--- config.mk ---
export PLATFORM = sky130hd
export DESIGN_NAME = dual_dac_update_justify
export DESIGN_NICKNAME = d
export VERILOG_FILES = /design/src/verilog/dual_dac_pkg.sv /design/src/verilog/dac_justify.sv /design/src/verilog/dual_dac_update_justify.sv
export SDC_FILE = /design/constraint.sdc
export NUM_CORES = 1
export LEC_CHECK = 0
export BUFFER_PORTS_ARGS = -buffer_cell sky130_fd_sc_hd__clkbuf_2
export CORE_MARGIN = 8
export CORE_UTILIZATION = 40
export CTS_BUF_LIST = sky130_fd_sc_hd__clkbuf_4 sky130_fd_sc_hd__clkbuf_8 sky130_fd_sc_hd__clkbuf_16
export DETAILED_ROUTE_END_ITERATION = 8
export PLACE_DENSITY = 0.67
export SYNTH_ARGS = -nofsm -noshare
export SYNTH_HDL_FRONTEND = slang
export SYNTH_SLANG_ARGS = --single-unit
--- constraint.sdc ---
create_clock -name clk_sys -period 2.7 [get_ports clk_sys]
set_input_delay 0 -clock clk_sys [delete_from_list [all_inputs] [get_ports clk_sys]]
set_output_delay 0 -clock clk_sys [all_outputs]
set_load 0.005 [all_outputs]
--- src/verilog/dual_dac_pkg.sv ---
// package: register map, field layout and encodings for the dual converter control block
`default_nettype none
package dual_dac_pkg;
    localparam int DATA_W = 8;
    localparam int WORD_W = 12;
    localparam logic [7:0] ADDR_DATA_LOW = 8'hd2;
    localparam logic [7:0] ADDR_DATA_HIGH = 8'hd3;
    localparam logic [7:0] ADDR_CONTROL = 8'hd4;
    localparam logic [7:0] PAGE_CH0 = 8'h00;
    localparam logic [7:0] PAGE_CH1 = 8'h01;
    localparam int CTL_EN_BIT = 7;
    localparam int CTL_MODE_HI = 4;
    localparam int CTL_MODE_LO = 3;
    localparam int CTL_FMT_HI = 2;
    localparam int CTL_FMT_LO = 0;
    localparam logic [7:0] CTL_WRITE_MASK = 8'h9f;
    localparam logic [7:0] REG_RESET = 8'h00;
    localparam logic [WORD_W-1:0] WORD_RESET = 12'h000;
    localparam int NUM_CH = 2;

    typedef enum logic [1:0] {
        MODE_ON_DEMAND = 2'b00,
        MODE_TIMER3 = 2'b01,
        MODE_TIMER4 = 2'b10,
        MODE_TIMER2 = 2'b11
    } update_mode_t;
endpackage : dual_dac_pkg
`default_nettype wire

--- src/verilog/dac_justify.sv ---
// leaf: assembles the 12-bit converter word from the two data bytes per format
`default_nettype none
module dac_justify (
    input wire logic [dual_dac_pkg::DATA_W-1:0] data_high,
    input wire logic [dual_dac_pkg::DATA_W-1:0] data_low,
    input wire logic [2:0] justify_format,
    output logic [dual_dac_pkg::WORD_W-1:0] word
);
    import dual_dac_pkg::*;

    always_comb begin
        word = WORD_RESET;
        if (justify_format[2]) begin
            word = {data_high[7:0], data_low[7:4]};
        end else begin
            case (justify_format[1:0])
                2'b00: word = {data_high[3:0], data_low[7:0]};
                2'b01: word = {data_high[4:0], data_low[7:1]};
                2'b10: word = {data_high[5:0], data_low[7:2]};
                2'b11: word = {data_high[6:0], data_low[7:3]};
                default: word = WORD_RESET;
            endcase
        end
    end
endmodule // dac_justify
`default_nettype wire

--- src/verilog/dual_dac_update_justify.sv ---
// top: register file, update scheduling and input latches for two converter channels
// Summary of operation
// - enable bit seven activates output, else shutdown
// - control bits six, five read zero
// - mode 00 updates on high-byte write
// - modes 01/10/11 update on timer 3/4/2
// - format 000: high[3:0] with low[7:0]
// - format 001: high[4:0] with low[7:1]
// - format 010: high[5:0] with low[7:2]
// - format 011: high[6:0] with low[7:3]
// - format 1xx: high[7:0] with low[7:4]
// - same offsets, page selects channel
// - all registers reset to zero
// - low-byte write held until high write
// - timer modes hold both bytes until overflow
// - latch word is twelve bits wide
`default_nettype none
module dual_dac_update_justify (
    input wire logic clk_sys,
    input wire logic rst_b,
    input wire logic [7:0] sfr_page,
    input wire logic [7:0] sfr_addr,
    input wire logic sfr_wr,
    input wire logic sfr_rd,
    input wire logic [7:0] sfr_wdata,
    output logic [7:0] sfr_rdata,
    output logic sfr_hit,
    input wire logic timer2_overflow,
    input wire logic timer3_overflow,
    input wire logic timer4_overflow,
    output logic [dual_dac_pkg::WORD_W-1:0] ch0_latch_word,
    output logic [dual_dac_pkg::WORD_W-1:0] ch1_latch_word,
    output logic ch0_output_enable,
    output logic ch1_output_enable,
    output logic ch0_shutdown,
    output logic ch1_shutdown
);
    import dual_dac_pkg::*;

    // ****************************************
    // register file and latches
    // ****************************************
    logic [7:0] data_low [NUM_CH];
    logic [7:0] data_high [NUM_CH];
    logic [7:0] control [NUM_CH];
    logic [WORD_W-1:0] latch_word [NUM_CH];
    logic [7:0] next_data_low [NUM_CH];
    logic [7:0] next_data_high [NUM_CH];
    logic [7:0] next_control [NUM_CH];
    logic [WORD_W-1:0] next_latch_word [NUM_CH];
    logic [WORD_W-1:0] assembled [NUM_CH];
    logic [WORD_W-1:0] assembled_next [NUM_CH];
    logic [NUM_CH-1:0] sel;
    logic [NUM_CH-1:0] update_now;
    logic [NUM_CH-1:0] high_write;
    logic [7:0] next_rdata;
    logic next_hit;

    assign sel[0] = (sfr_page == PAGE_CH0);
    assign sel[1] = (sfr_page == PAGE_CH1);

    genvar g;
    generate
        for (g = 0; g < NUM_CH; g++) begin : g_ch
            // the word is assembled from the values being written this cycle so that a
            // high write and its update agree without an extra cycle of latency
            dac_justify u_just (
                .data_high(next_data_high[g]),
                .data_low(next_data_low[g]),
                .justify_format(next_control[g][CTL_FMT_HI:CTL_FMT_LO]),
                .word(assembled_next[g])
            );
            dac_justify u_just_cur (
                .data_high(data_high[g]),
                .data_low(data_low[g]),
                .justify_format(control[g][CTL_FMT_HI:CTL_FMT_LO]),
                .word(assembled[g])
            );

            always_comb begin
                next_data_low[g] = data_low[g];
                next_data_high[g] = data_high[g];
                next_control[g] = control[g];
                high_write[g] = 1'b0;
                if (sfr_wr && sel[g]) begin
                    if (sfr_addr == ADDR_DATA_LOW) begin
                        next_data_low[g] = sfr_wdata;
                    end
                    if (sfr_addr == ADDR_DATA_HIGH) begin
                        next_data_high[g] = sfr_wdata;
                        high_write[g] = 1'b1;
                    end
                    if (sfr_addr == ADDR_CONTROL) begin
                        next_control[g] = sfr_wdata & CTL_WRITE_MASK;
                    end
                end
            end

            always_comb begin
                update_now[g] = 1'b0;
                case (update_mode_t'(control[g][CTL_MODE_HI:CTL_MODE_LO]))
                    MODE_ON_DEMAND: update_now[g] = high_write[g];
                    MODE_TIMER3: update_now[g] = timer3_overflow;
                    MODE_TIMER4: update_now[g] = timer4_overflow;
                    MODE_TIMER2: update_now[g] = timer2_overflow;
                    default: update_now[g] = 1'b0;
                endcase
                next_latch_word[g] = update_now[g] ? assembled_next[g] : latch_word[g];
            end

            always_ff @(posedge clk_sys or negedge rst_b) begin
                if (!rst_b) begin
                    data_low[g] <= REG_RESET;
                    data_high[g] <= REG_RESET;
                    control[g] <= REG_RESET;
                    latch_word[g] <= WORD_RESET;
                end else begin
                    data_low[g] <= next_data_low[g];
                    data_high[g] <= next_data_high[g];
                    control[g] <= next_control[g];
                    latch_word[g] <= next_latch_word[g];
                end
            end
        end
    endgenerate

    // ****************************************
    // read path
    // ****************************************
    always_comb begin
        next_rdata = sfr_rdata;
        next_hit = 1'b0;
        for (int i = 0; i < NUM_CH; i++) begin
            if (sfr_rd && sel[i]) begin
                if (sfr_addr == ADDR_DATA_LOW) begin
                    next_rdata = data_low[i];
                    next_hit = 1'b1;
                end
                if (sfr_addr == ADDR_DATA_HIGH) begin
                    next_rdata = data_high[i];
                    next_hit = 1'b1;
                end
                if (sfr_addr == ADDR_CONTROL) begin
                    next_rdata = control[i] & CTL_WRITE_MASK;
                    next_hit = 1'b1;
                end
            end
        end
    end

    always_ff @(posedge clk_sys or negedge rst_b) begin
        if (!rst_b) begin
            sfr_rdata <= REG_RESET;
            sfr_hit <= 1'b0;
        end else begin
            sfr_rdata <= next_rdata;
            sfr_hit <= next_hit;
        end
    end

    assign ch0_latch_word = latch_word[0];
    assign ch1_latch_word = latch_word[1];
    assign ch0_output_enable = control[0][CTL_EN_BIT];
    assign ch1_output_enable = control[1][CTL_EN_BIT];
    assign ch0_shutdown = ~control[0][CTL_EN_BIT];
    assign ch1_shutdown = ~control[1][CTL_EN_BIT];

    // ****************************************
    // checks
    // ****************************************
    property p_ondemand_update;
        @(posedge clk_sys) disable iff (!rst_b)
        (control[0][4:3] == 2'b00 && sfr_wr && sel[0] && sfr_addr == ADDR_DATA_HIGH)
            |=> (ch0_latch_word == assembled[0]);
    endproperty
    a_ondemand_update: assert property (p_ondemand_update) else $error("on-demand update missed");

    property p_low_held;
        @(posedge clk_sys) disable iff (!rst_b)
        (control[0][4:3] == 2'b00 && sfr_wr && sel[0] && sfr_addr == ADDR_DATA_LOW)
            |=> $stable(ch0_latch_word);
    endproperty
    a_low_held: assert property (p_low_held) else $error("low write changed output");

    property p_timer3;
        @(posedge clk_sys) disable iff (!rst_b)
        (control[1][4:3] == 2'b01 && timer3_overflow) |=> (ch1_latch_word == assembled[1]);
    endproperty
    a_timer3: assert property (p_timer3) else $error("timer 3 update missed");

    property p_timer_hold;
        @(posedge clk_sys) disable iff (!rst_b)
        (control[0][4:3] != 2'b00 && !timer2_overflow && !timer3_overflow && !timer4_overflow)
            |=> $stable(ch0_latch_word);
    endproperty
    a_timer_hold: assert property (p_timer_hold) else $error("timer mode output moved");

    property p_timer2;
        @(posedge clk_sys) disable iff (!rst_b)
        (control[0][4:3] == 2'b11 && timer2_overflow) |=> (ch0_latch_word == assembled[0]);
    endproperty
    a_timer2: assert property (p_timer2) else $error("timer 2 update missed");

    property p_unused_zero;
        @(posedge clk_sys) disable iff (!rst_b)
        (sfr_rd && sfr_addr == ADDR_CONTROL && (sel[0] || sel[1])) |=> (sfr_rdata[6:5] == 2'b00);
    endproperty
    a_unused_zero: assert property (p_unused_zero) else $error("unused bits read nonzero");

    property p_enable;
        @(posedge clk_sys) disable iff (!rst_b)
        (sfr_wr && sel[1] && sfr_addr == ADDR_CONTROL) |=> (ch1_output_enable == $past(sfr_wdata[7]));
    endproperty
    a_enable: assert property (p_enable) else $error("enable did not follow write");

    property p_fmt9;
        @(posedge clk_sys) disable iff (!rst_b)
        control[0][2] |-> (assembled[0] == {data_high[0], data_low[0][7:4]});
    endproperty
    a_fmt9: assert property (p_fmt9) else $error("format 1xx wrong");

    property p_fmt5;
        @(posedge clk_sys) disable iff (!rst_b)
        (control[1][2:0] == 3'b000) |-> (assembled[1] == {data_high[1][3:0], data_low[1]});
    endproperty
    a_fmt5: assert property (p_fmt5) else $error("format 000 wrong");

    c_ondemand: cover property (@(posedge clk_sys) disable iff (!rst_b) update_now[0] && high_write[0]);
    c_timer4: cover property (@(posedge clk_sys) disable iff (!rst_b) control[1][4:3] == 2'b10 && timer4_overflow);
    c_both: cover property (@(posedge clk_sys) disable iff (!rst_b) update_now[0] && update_now[1]);
endmodule // dual_dac_update_justify
`default_nettype wire

* Word-level counts from Yosys, hierarchy flattened *
Cells that the tools add are included.

word-level totals
  memories kept = 0
  register bits = 77
  bits in latches = 0
  bits in read-only memories = 0
  bits in writable memories = 0
  word-level logic and storage cells = 78

operators by class
  $add $sub $neg = 0
  magnitude comparators = 0
  eq/ne operators = 16
  shift-type cells = 0
  reduce and logical (&&, ||, !) cells = 11
  divide/modulo/power cells = 0
  multiply operators = 0
  bitwise operators = 2
  multiplexer cells = 37

operators with widths
  operator            number
  $mux 8              16
  $pmux 12 s4         2
  $eq 8x8->1 const B  3
  $mux 12             2
  $eq 2x2->1 const B  8
  $mux 3              4
  $mux 1              11
  $eq 2x1->1 const B  4
  $eq 8x1->1 const B  1
  $logic_not 2->1     4
  $logic_not 8->1     1
  $pmux 1 s4          2
  $logic_and 1x1->1   4
  $reduce_and 2->1    2
  $not 1->1           2

* Depth between registers and ports, before layout *
Gate-level depths: netlist of the first run.

  depth in word-level cells = 9
  gate-level depth with buffers = 10
  depth with buffers taken out = 8

* Cells and area by module *
Synthesis of the first run repeated with hierarchy kept, for this count alone.

second synthesis, totals
  cell total of the unflattened synthesis = 345
  area, all modules = 4220.3 um^2

modules (own cells, without submodules)
  module                   cells an instance  seq. area each (um^2)  instances  area an instance (um^2)
  dual_dac_update_justify  257                1926.8                 1          3522.1
  dac_justify              44                 0.0                    2          349.1

* Worst setup path after synthesis of the first run *
Ideal clock, no wire load.

  path kind = in2reg
  start = input port sfr_page[6]
  end = register latch_word (netlist bit ch1_latch_word[7])
  path slack = 0.095 ns
  stages on the path = 9
  required time = 2.579 ns
  path buffers = 1
  arrival = 2.484 ns
  setup time = 0.121 ns
  path through = or4_4 or4_1 buf_4 nor2_4 mux2i_1 inv_2 a21o_1 a221o_1 a22o_1

between the ends
  longest elaborated chain between the ends = 6
  elaborated cells on any way between the ends = 13
  those cells by class = eq/ne: 4; mux: 7; reduce/logical: 2

RTL lines
  item                                      RTL line                        RTL
  from (decl)                               dual_dac_update_justify.sv:21   input wire logic [7:0] sfr_page,
  $eq 8x1->1 *                              dual_dac_update_justify.sv:60   assign sel[1] = (sfr_page == PAGE_CH1);
  $logic_and 1x1->1 *                       dual_dac_update_justify.sv:85   if (sfr_wr && sel[g]) begin
  $mux 3                                    dual_dac_update_justify.sv:85
  $eq 2x2->1, or another cell as far along  dac_justify.sv:16               case (justify_format[1:0])
  $pmux 12 s4                               dac_justify.sv:16
  $mux 12                                   dac_justify.sv:13               if (justify_format[2]) begin
  to (signal, indexed assignment)           dual_dac_update_justify.sv:121  latch_word[g] <= next_latch_word[g];
  to (decl)                                 dual_dac_update_justify.sv:46   logic [WORD_W-1:0] latch_word [NUM_CH];

Mark *: on every way between the ends. The rest lies on a longest branch, timed or not.
A chain may end at the register's enable or synchronous reset.

* Final worst setup path of the first run *
  start = input port sfr_page[6]
  end = register latch_word (netlist bit ch0_latch_word[3])

between the ends
  longest elaborated chain between the ends = 6
  elaborated cells on any way between the ends = 12
  those cells by class = eq/ne: 3; mux: 6; reduce/logical: 3

RTL lines
  item                                      RTL line                       RTL
  $logic_not 8->1 *                         dual_dac_update_justify.sv:59  assign sel[0] = (sfr_page == PAGE_CH0);
  $logic_and 1x1->1 *                       dual_dac_update_justify.sv:85
  $mux 3                                    dual_dac_update_justify.sv:85
  $eq 2x2->1, or another cell as far along  dac_justify.sv:16
  $pmux 12 s4                               dac_justify.sv:16
  $mux 12                                   dac_justify.sv:13

Marked as above.

==> results of run 1 <==
-- sequential cells by signal (all words and copies together) (netlist names) --
name and count:
sfr_hit 1, ch0_output_enable 1, ch0_latch_word 12, ch1_output_enable 1, sfr_rdata 8, data_high 16, ch1_latch_word 12, data_low 16
control 10
-- power groups by stage --
stage,logic [W],clock network (W),registers [W]
floorplan,0.0000459,0,0.00119
global route,0.000147,0.00120,0.00117
detailed placement,0.000129,0,0.00119
finish,0.000134,0.00113,0.00117
global placement,0.000127,0,0.00119
CTS,0.000134,0.00116,0.00117
-- kinds of logic (layout without fill, tap and decap cells) --
kind of cell / Yosys count / in the layout
simple gates: 160 / 160
compound gates: 138 / 138
flops: 77 / 77
mux: 73 / 73
buf+inv: 55 / 145
-- worst paths after layout --
check	cells after the start	end	slack [ps]
max	10	ch0_latch_word[3]	400
min	3	sfr_rdata[3]	20
max reg2reg	4	ch0_latch_word[2]	690
min reg2reg	2	ch0_latch_word[6]	500
max in group asynchronous	2	ch1_latch_word[2]	1690
min in group asynchronous	2	ch0_latch_word[7]	350
-- critical path: stages --
cell      delay [ps]
clkbuf_2         100
or4_4            530
buf_4            170
nor4_4           420
nand2_4          180
a21boi_4         320
buf_4            230
mux2i_1          300
mux2i_1          130
o21ai_0          180
-- cell usage in the layout, fill, tap and decap left out, types with 5 or more instances in the layout --
| master | synthesis | routed |
|---|---|---|
| clkbuf_2 | 0 | 66 |
| nor2_1 | 20 | 20 |
| a211oi_1 | 7 | 7 |
| nand3_1 | 10 | 10 |
| clkbuf_16 | 0 | 9 |
| a21oi_1 | 28 | 28 |
| a22oi_1 | 18 | 18 |
| inv_1 | 24 | 24 |
| nor3_1 | 15 | 15 |
| buf_4 | 2 | 32 |
| nand2_1 | 73 | 73 |
| and3_1 | 6 | 6 |
| mux2_2 | 25 | 25 |
| o21ai_0 | 26 | 26 |
| mux2i_1 | 44 | 44 |
| dfrtp_1 | 77 | 77 |
| o221ai_1 | 5 | 5 |
| a22o_1 | 7 | 7 |
| o211ai_1 | 7 | 7 |
-- layer usage --
layer  vias to the layer above  global-route usage (%)  part of all wire, %
met2                       216                    30.1                   45
met1                      2154                    25.2                   43
met4                         0                    6.38                  2.0
met5                         -                       0                    0
li1                       2033                       -                    -
met3                        23                    4.63                  9.2
-- what timing repair did --
item / 4_1_cts / 5_1_grt
hold buffers: 4 / 0
endpoints found under the hold margin: 79 / 0
gates resized for setup: 0 / 0
-- area by class of cell --
cell class                 count  area share, %
inverter                      27           1.91
timing repair buffer         102           10.7
clock buffer                  11           4.22
sequential                    77           33.9
clock inverter                 5          0.616
multi-input combinational    371           45.4
tap                          147           3.23
-- through the flow --
stage               instance area [sq um]  instances  total power, W
floorplan                            4760        503         0.00123
finish                               5690        740         0.00243
detailed placement                   5370        720         0.00132
CTS                                  5690        740         0.00246
global placement                     5370        720         0.00131
global route                         5690        740         0.00251
==> flow_summary.yaml, run 1 <==
sta:
  fin_setup_tns_ps: 0
  setup_viol: 0
  maxSlewHeadroom_pct: 34.6
  finalHoldViolCount: 0
  worst_pin_slew_ps: 981
  rsz0062_at_grt: "false"
  final_max_slew_viol_count: 0
  post-route-period-util_pct: 85.1
  period_needed_ps: 2300
  hold-worst-slack_ps: 23.1
  fin_skew_ps: 12.6
  setup_ws_ps: 401
  clock.fmax_ghz: 0.435
global_route:
  grt_first_pass_wirelength_mm: 24.3
  first_global_vias: 4536
  antenna_found_initial: 0
  grt_max_degree: 78
  grt_overflow: 0
  grtUsageTotal_pct: 19.1
critical_path:
  crit_start: "sfr_page[6]"
  cp_max_fo: 8
  timing.rr.start: "control[12]"
  worstPathRequired_ps: 2950
  crit_type: "input port to register"
  end_kind: "register"
  worstSetupStartpointType: "input port"
  arrival_ps: 2550
yosys:
  synth_top_family_by_area: "compound AO/OA/AOI/OAI gates"
  syn_area_sq_mm: 0.00476
  yosysSeqAreaShare_pct: 40.5
  synthTopCellsByCount: "77 x dfrtp_1, 73 x nand2_1, 44 x mux2i_1"
  synthTopCellsByArea: "dfrtp_1 40%, mux2i_1 9.3%, mux2_2 5.9%"
  synth_top_area_share_pct: 40.5
  synthCells: 503
  synth-adder-area-share_pct: 0
  synthSimpleGateAreaFrac_pct: 17.4
  synth-compound-area-share_pct: 20.2
  yosys.area.top_type: "dfrtp_1"
  synth_edf_count: 0
  netlist-cell-type-count: 69
  ys_async_sr_fraction_pct: 100
  yosys_register_bits: 77
  syn-num-nets: 534
  yosys.cell_count.top_type: "dfrtp_1"
  synth_warnings: 0
  muxShareOfSynthArea_pct: 16.6
  syn_avg_cell_area_sq_um: 9.46
  synthFlopType: "dfrtp_1"
  synth-xor-area-share_pct: 0
power_and_ir_drop:
  seq_power_share_pct: 47.9
  clock_power_share_pct: 46.6
  intPower_w: 0.00185
  power_per_cell_area_mw_per_mm2: 428
  pwr-share-comb_pct: 5.5
  peakVddDrop_v: 0.000229
  switching_share_pct: 24.1
  switching_power_w: 0.000585
  leakage_nw: 2.81
clock_network:
  cts_tree: "built"
  clock_path_buffers: 2
  cts_setup_buffers: 0
  cts.sinks: 77
  cts_root_buffer: "clkbuf_16"
  clk_pin_slew_ps: 70
  cts-buffers-inserted: 9
  htreeDepth: 3
  clk_latency_ps: 340
cells_and_area:
  drive_above_1_share_pct: 27.7
  antenna_cells: 0
  final_nets: 619
  fin_util_pct: 48.1
  seq_area_sq_mm: 0.00193
  fillers: 1103
  multi_input_area_sq_mm: 0.00258
  syn_to_final_growth_pct: 19.4
run:
  maxCapViolCount: 0
worst_hold_path:
  hp-class: "input port to register"
  min-delay-start: "sfr_rd"
drt:
  wirelength_mm: 14.9
  drtIter0Drc: 487
  routedWlPerCell_um: 20.1
  drtAntennaViolNets: 0
  remaining_drc_errors: 0
  first_pass_iters: 6
  vias_per_cell: 5.98
  vias: 4426
status:
  status: "finished, final reports clean"
floorplan:
  die-area_sq_mm: 0.0156
  die_h_um: 125
  fp-row-count: 40
  die_width_um: 125
  pin_count: 68
  fp.coreArea_sq_mm: 0.0118
  initial_core_util_pct: 40.3
placement:
  hpwl_mm: 11.1
  pre_cts_ws_ps: 91.8
  numPortBuffers: 67
  gp_congestion: 0.913
(Power assumes the default switching activity.)
==> run 2, diff against run 1 <==
--- a/config.mk
+++ b/config.mk
@@ -6,9 +6,9 @@
 export NUM_CORES = 1
 export LEC_CHECK = 0
 export BUFFER_PORTS_ARGS = -buffer_cell sky130_fd_sc_hd__clkbuf_2
-export CORE_MARGIN = 8
 export CORE_UTILIZATION = 40
 export CTS_BUF_LIST = sky130_fd_sc_hd__clkbuf_4 sky130_fd_sc_hd__clkbuf_8 sky130_fd_sc_hd__clkbuf_16
+export CTS_CLUSTER_SIZE = 25
 export DETAILED_ROUTE_END_ITERATION = 8
 export PLACE_DENSITY = 0.67
 export SYNTH_ARGS = -nofsm -noshare
==> run 2 against run 1 <==
Net effect: the run now ends with DRC left; cell count decreased by 0.41%; utilization increased by 2.2 points; power increased by 16%; sequential share of layout area decreased by 0.62 points; largest cell class unchanged.
==> flow_summary.yaml, run 2 (synthesized netlist as in run 1, its figures left out) <==
sta:
  period_needed_ps: 2560
  final_max_slew_viol_count: 0
  maxSlewHeadroom_pct: 34.0
  post-route-period-util_pct: 94.7
  fin_skew_ps: 6.78
  worst_pin_slew_ps: 990
  hold-worst-slack_ps: 9.30
  setup_viol: 0
  clock.fmax_ghz: 0.391
  fin_setup_tns_ps: 0
  rsz0062_at_grt: "false"
  finalHoldViolCount: 0
global_route:
  first_global_vias: 4365
  grt_first_pass_wirelength_mm: 23.5
  grt_overflow: 0
  antenna_found_initial: 0
  grt_max_degree: 78
  grtUsageTotal_pct: 24.4
clock_network:
  cts.sinks: 77
  cts-buffers-inserted: 9
  clk_pin_slew_ps: 60
  clk_latency_ps: 350
  cts_setup_buffers: 0
  cts_tree: "built"
  cts_root_buffer: "clkbuf_16"
  clock_path_buffers: 2
  htreeDepth: 3
drt:
  remaining_drc_errors: 16
  wl_met2_mm: 6.28
  top_layer: "met4"
  drtAntennaViolNets: 0
  first_pass_iters: 7
  vias: 4396
  route.met3.wl_mm: 1.05
  vias_per_cell: 5.96
  wl_met1_mm: 6.77
  drtIter0Drc: 397
  wirelength_mm: 14.5
  routedWlPerCell_um: 19.6
cells_and_area:
  layout_common_cells: "77 x dfrtp_1, 73 x nand2_1, 66 x clkbuf_2, 44 x mux2i_1, 32 x buf_4"
  final_common_cell: "dfrtp_1"
  reg_top3: "data_high (16), data_low (16)"
  fillers: 1096
  final_nets: 620
  multi_input_area_sq_mm: 0.00258
  drive_above_1_share_pct: 27.8
  syn_to_final_growth_pct: 21.7
  seq_area_sq_mm: 0.00193
  antenna_cells: 0
power_and_ir_drop:
  pwr-share-comb_pct: 4.8
  switching_share_pct: 21.3
  p_total_w: 0.00283
  seq_power_share_pct: 41.2
  leakage_nw: 2.86
  switching_power_w: 0.000604
  peakVddDrop_v: 0.000272
  power_per_cell_area_mw_per_mm2: 488
  intPower_w: 0.00223
  clock_power_share_pct: 54.0
floorplan:
  fp.coreArea_sq_mm: 0.0115
  fp-row-count: 39
  die_width_um: 111
  pin_count: 68
  die_h_um: 111
  die-area_sq_mm: 0.0123
  initial_core_util_pct: 41.3
status:
  status: "finished, violations left"
  violations: "DRC"
run:
  maxCapViolCount: 0
critical_path:
  end_kind: "register"
  worstPathRequired_ps: 2970
  worstSetupStartpointType: "input port"
  cp_max_fo: 10
  crit_type: "input port to register"
  arrival_ps: 2820
placement:
  gp_congestion: 0.893
  hpwl_mm: 10.6
  numPortBuffers: 67
worst_hold_path:
  hp-class: "input port to register"
## run 2: worst max-delay path, cell delays in order
cell and delay [ps]:
dlygate4sd3_1 530, clkbuf_2 120, or3_1 340, buf_4 170, nor4_4 250, buf_4 240, nand2_4 140, a21boi_4 260
buf_4 180, inv_1 60, mux2i_1 120, mux2_2 280, o211ai_2 130
## run 2: metal layers
layer  global-route usage [%]  vias to the layer above
met5                        0                        -
met4                     10.1                        0
met3                     3.99                       28
met2                     36.1                      189
met1                     35.3                     2143
li1                         -                     2036
## run 2: layout make-up
type | instances | area share (%)
Clock buffer | 10 | 4.13
Clock inverter | 6 | 2.31
Inverter | 27 | 1.88
Multi-Input combinational cell | 371 | 44.6
Sequential cell | 77 | 33.3
Tap cell | 143 | 3.09
Timing Repair Buffer | 103 | 10.7
## run 2: timing repair
action                                 4_1_cts  5_1_grt
endpoints found under the hold margin       80        0
setup endpoints to repair                    0        5
hold buffers                                 5        0
resized for setup                            0        1
## run 2: final timing paths
kind                       cells past startpoint                 end  slack (ps)                from
max                                           13  ch0_latch_word[11]         140         sfr_page[7]
min                                            3       data_high[13]           9        sfr_wdata[5]
max reg2reg                                    4   ch0_latch_word[8]         780         control[12]
min reg2reg                                    2  ch1_latch_word[10]         500  ch1_latch_word[10]
max in group asynchronous                      2   ch1_latch_word[1]        1690               rst_b
min in group asynchronous                      2       data_high[14]         360               rst_b
## run 2: stage by stage
stage	worst slack (ps)	utilization, %	cell area [sq um]	std cells
2_1_floorplan	95.0	-	4760	503
3_3_place_gp	152	46.6	5370	716
3_5_place_dp	97.4	46.6	5370	716
4_1_cts	85.6	50.3	5790	737
5_1_grt	4.41	50.3	5790	737
6_report	144	50.3	5790	737
## run 2: power groups by stage
stage / Combinational, W / Clock (W) / Sequential, W
after floorplan: 0.0000459 / 0 / 0.00119
after global placement: 0.000127 / 0 / 0.00119
final: 0.000135 / 0.00153 / 0.00117
after CTS: 0.000134 / 0.00154 / 0.00117
after global routing: 0.000147 / 0.00160 / 0.00117
after detailed placement: 0.000129 / 0 / 0.00119
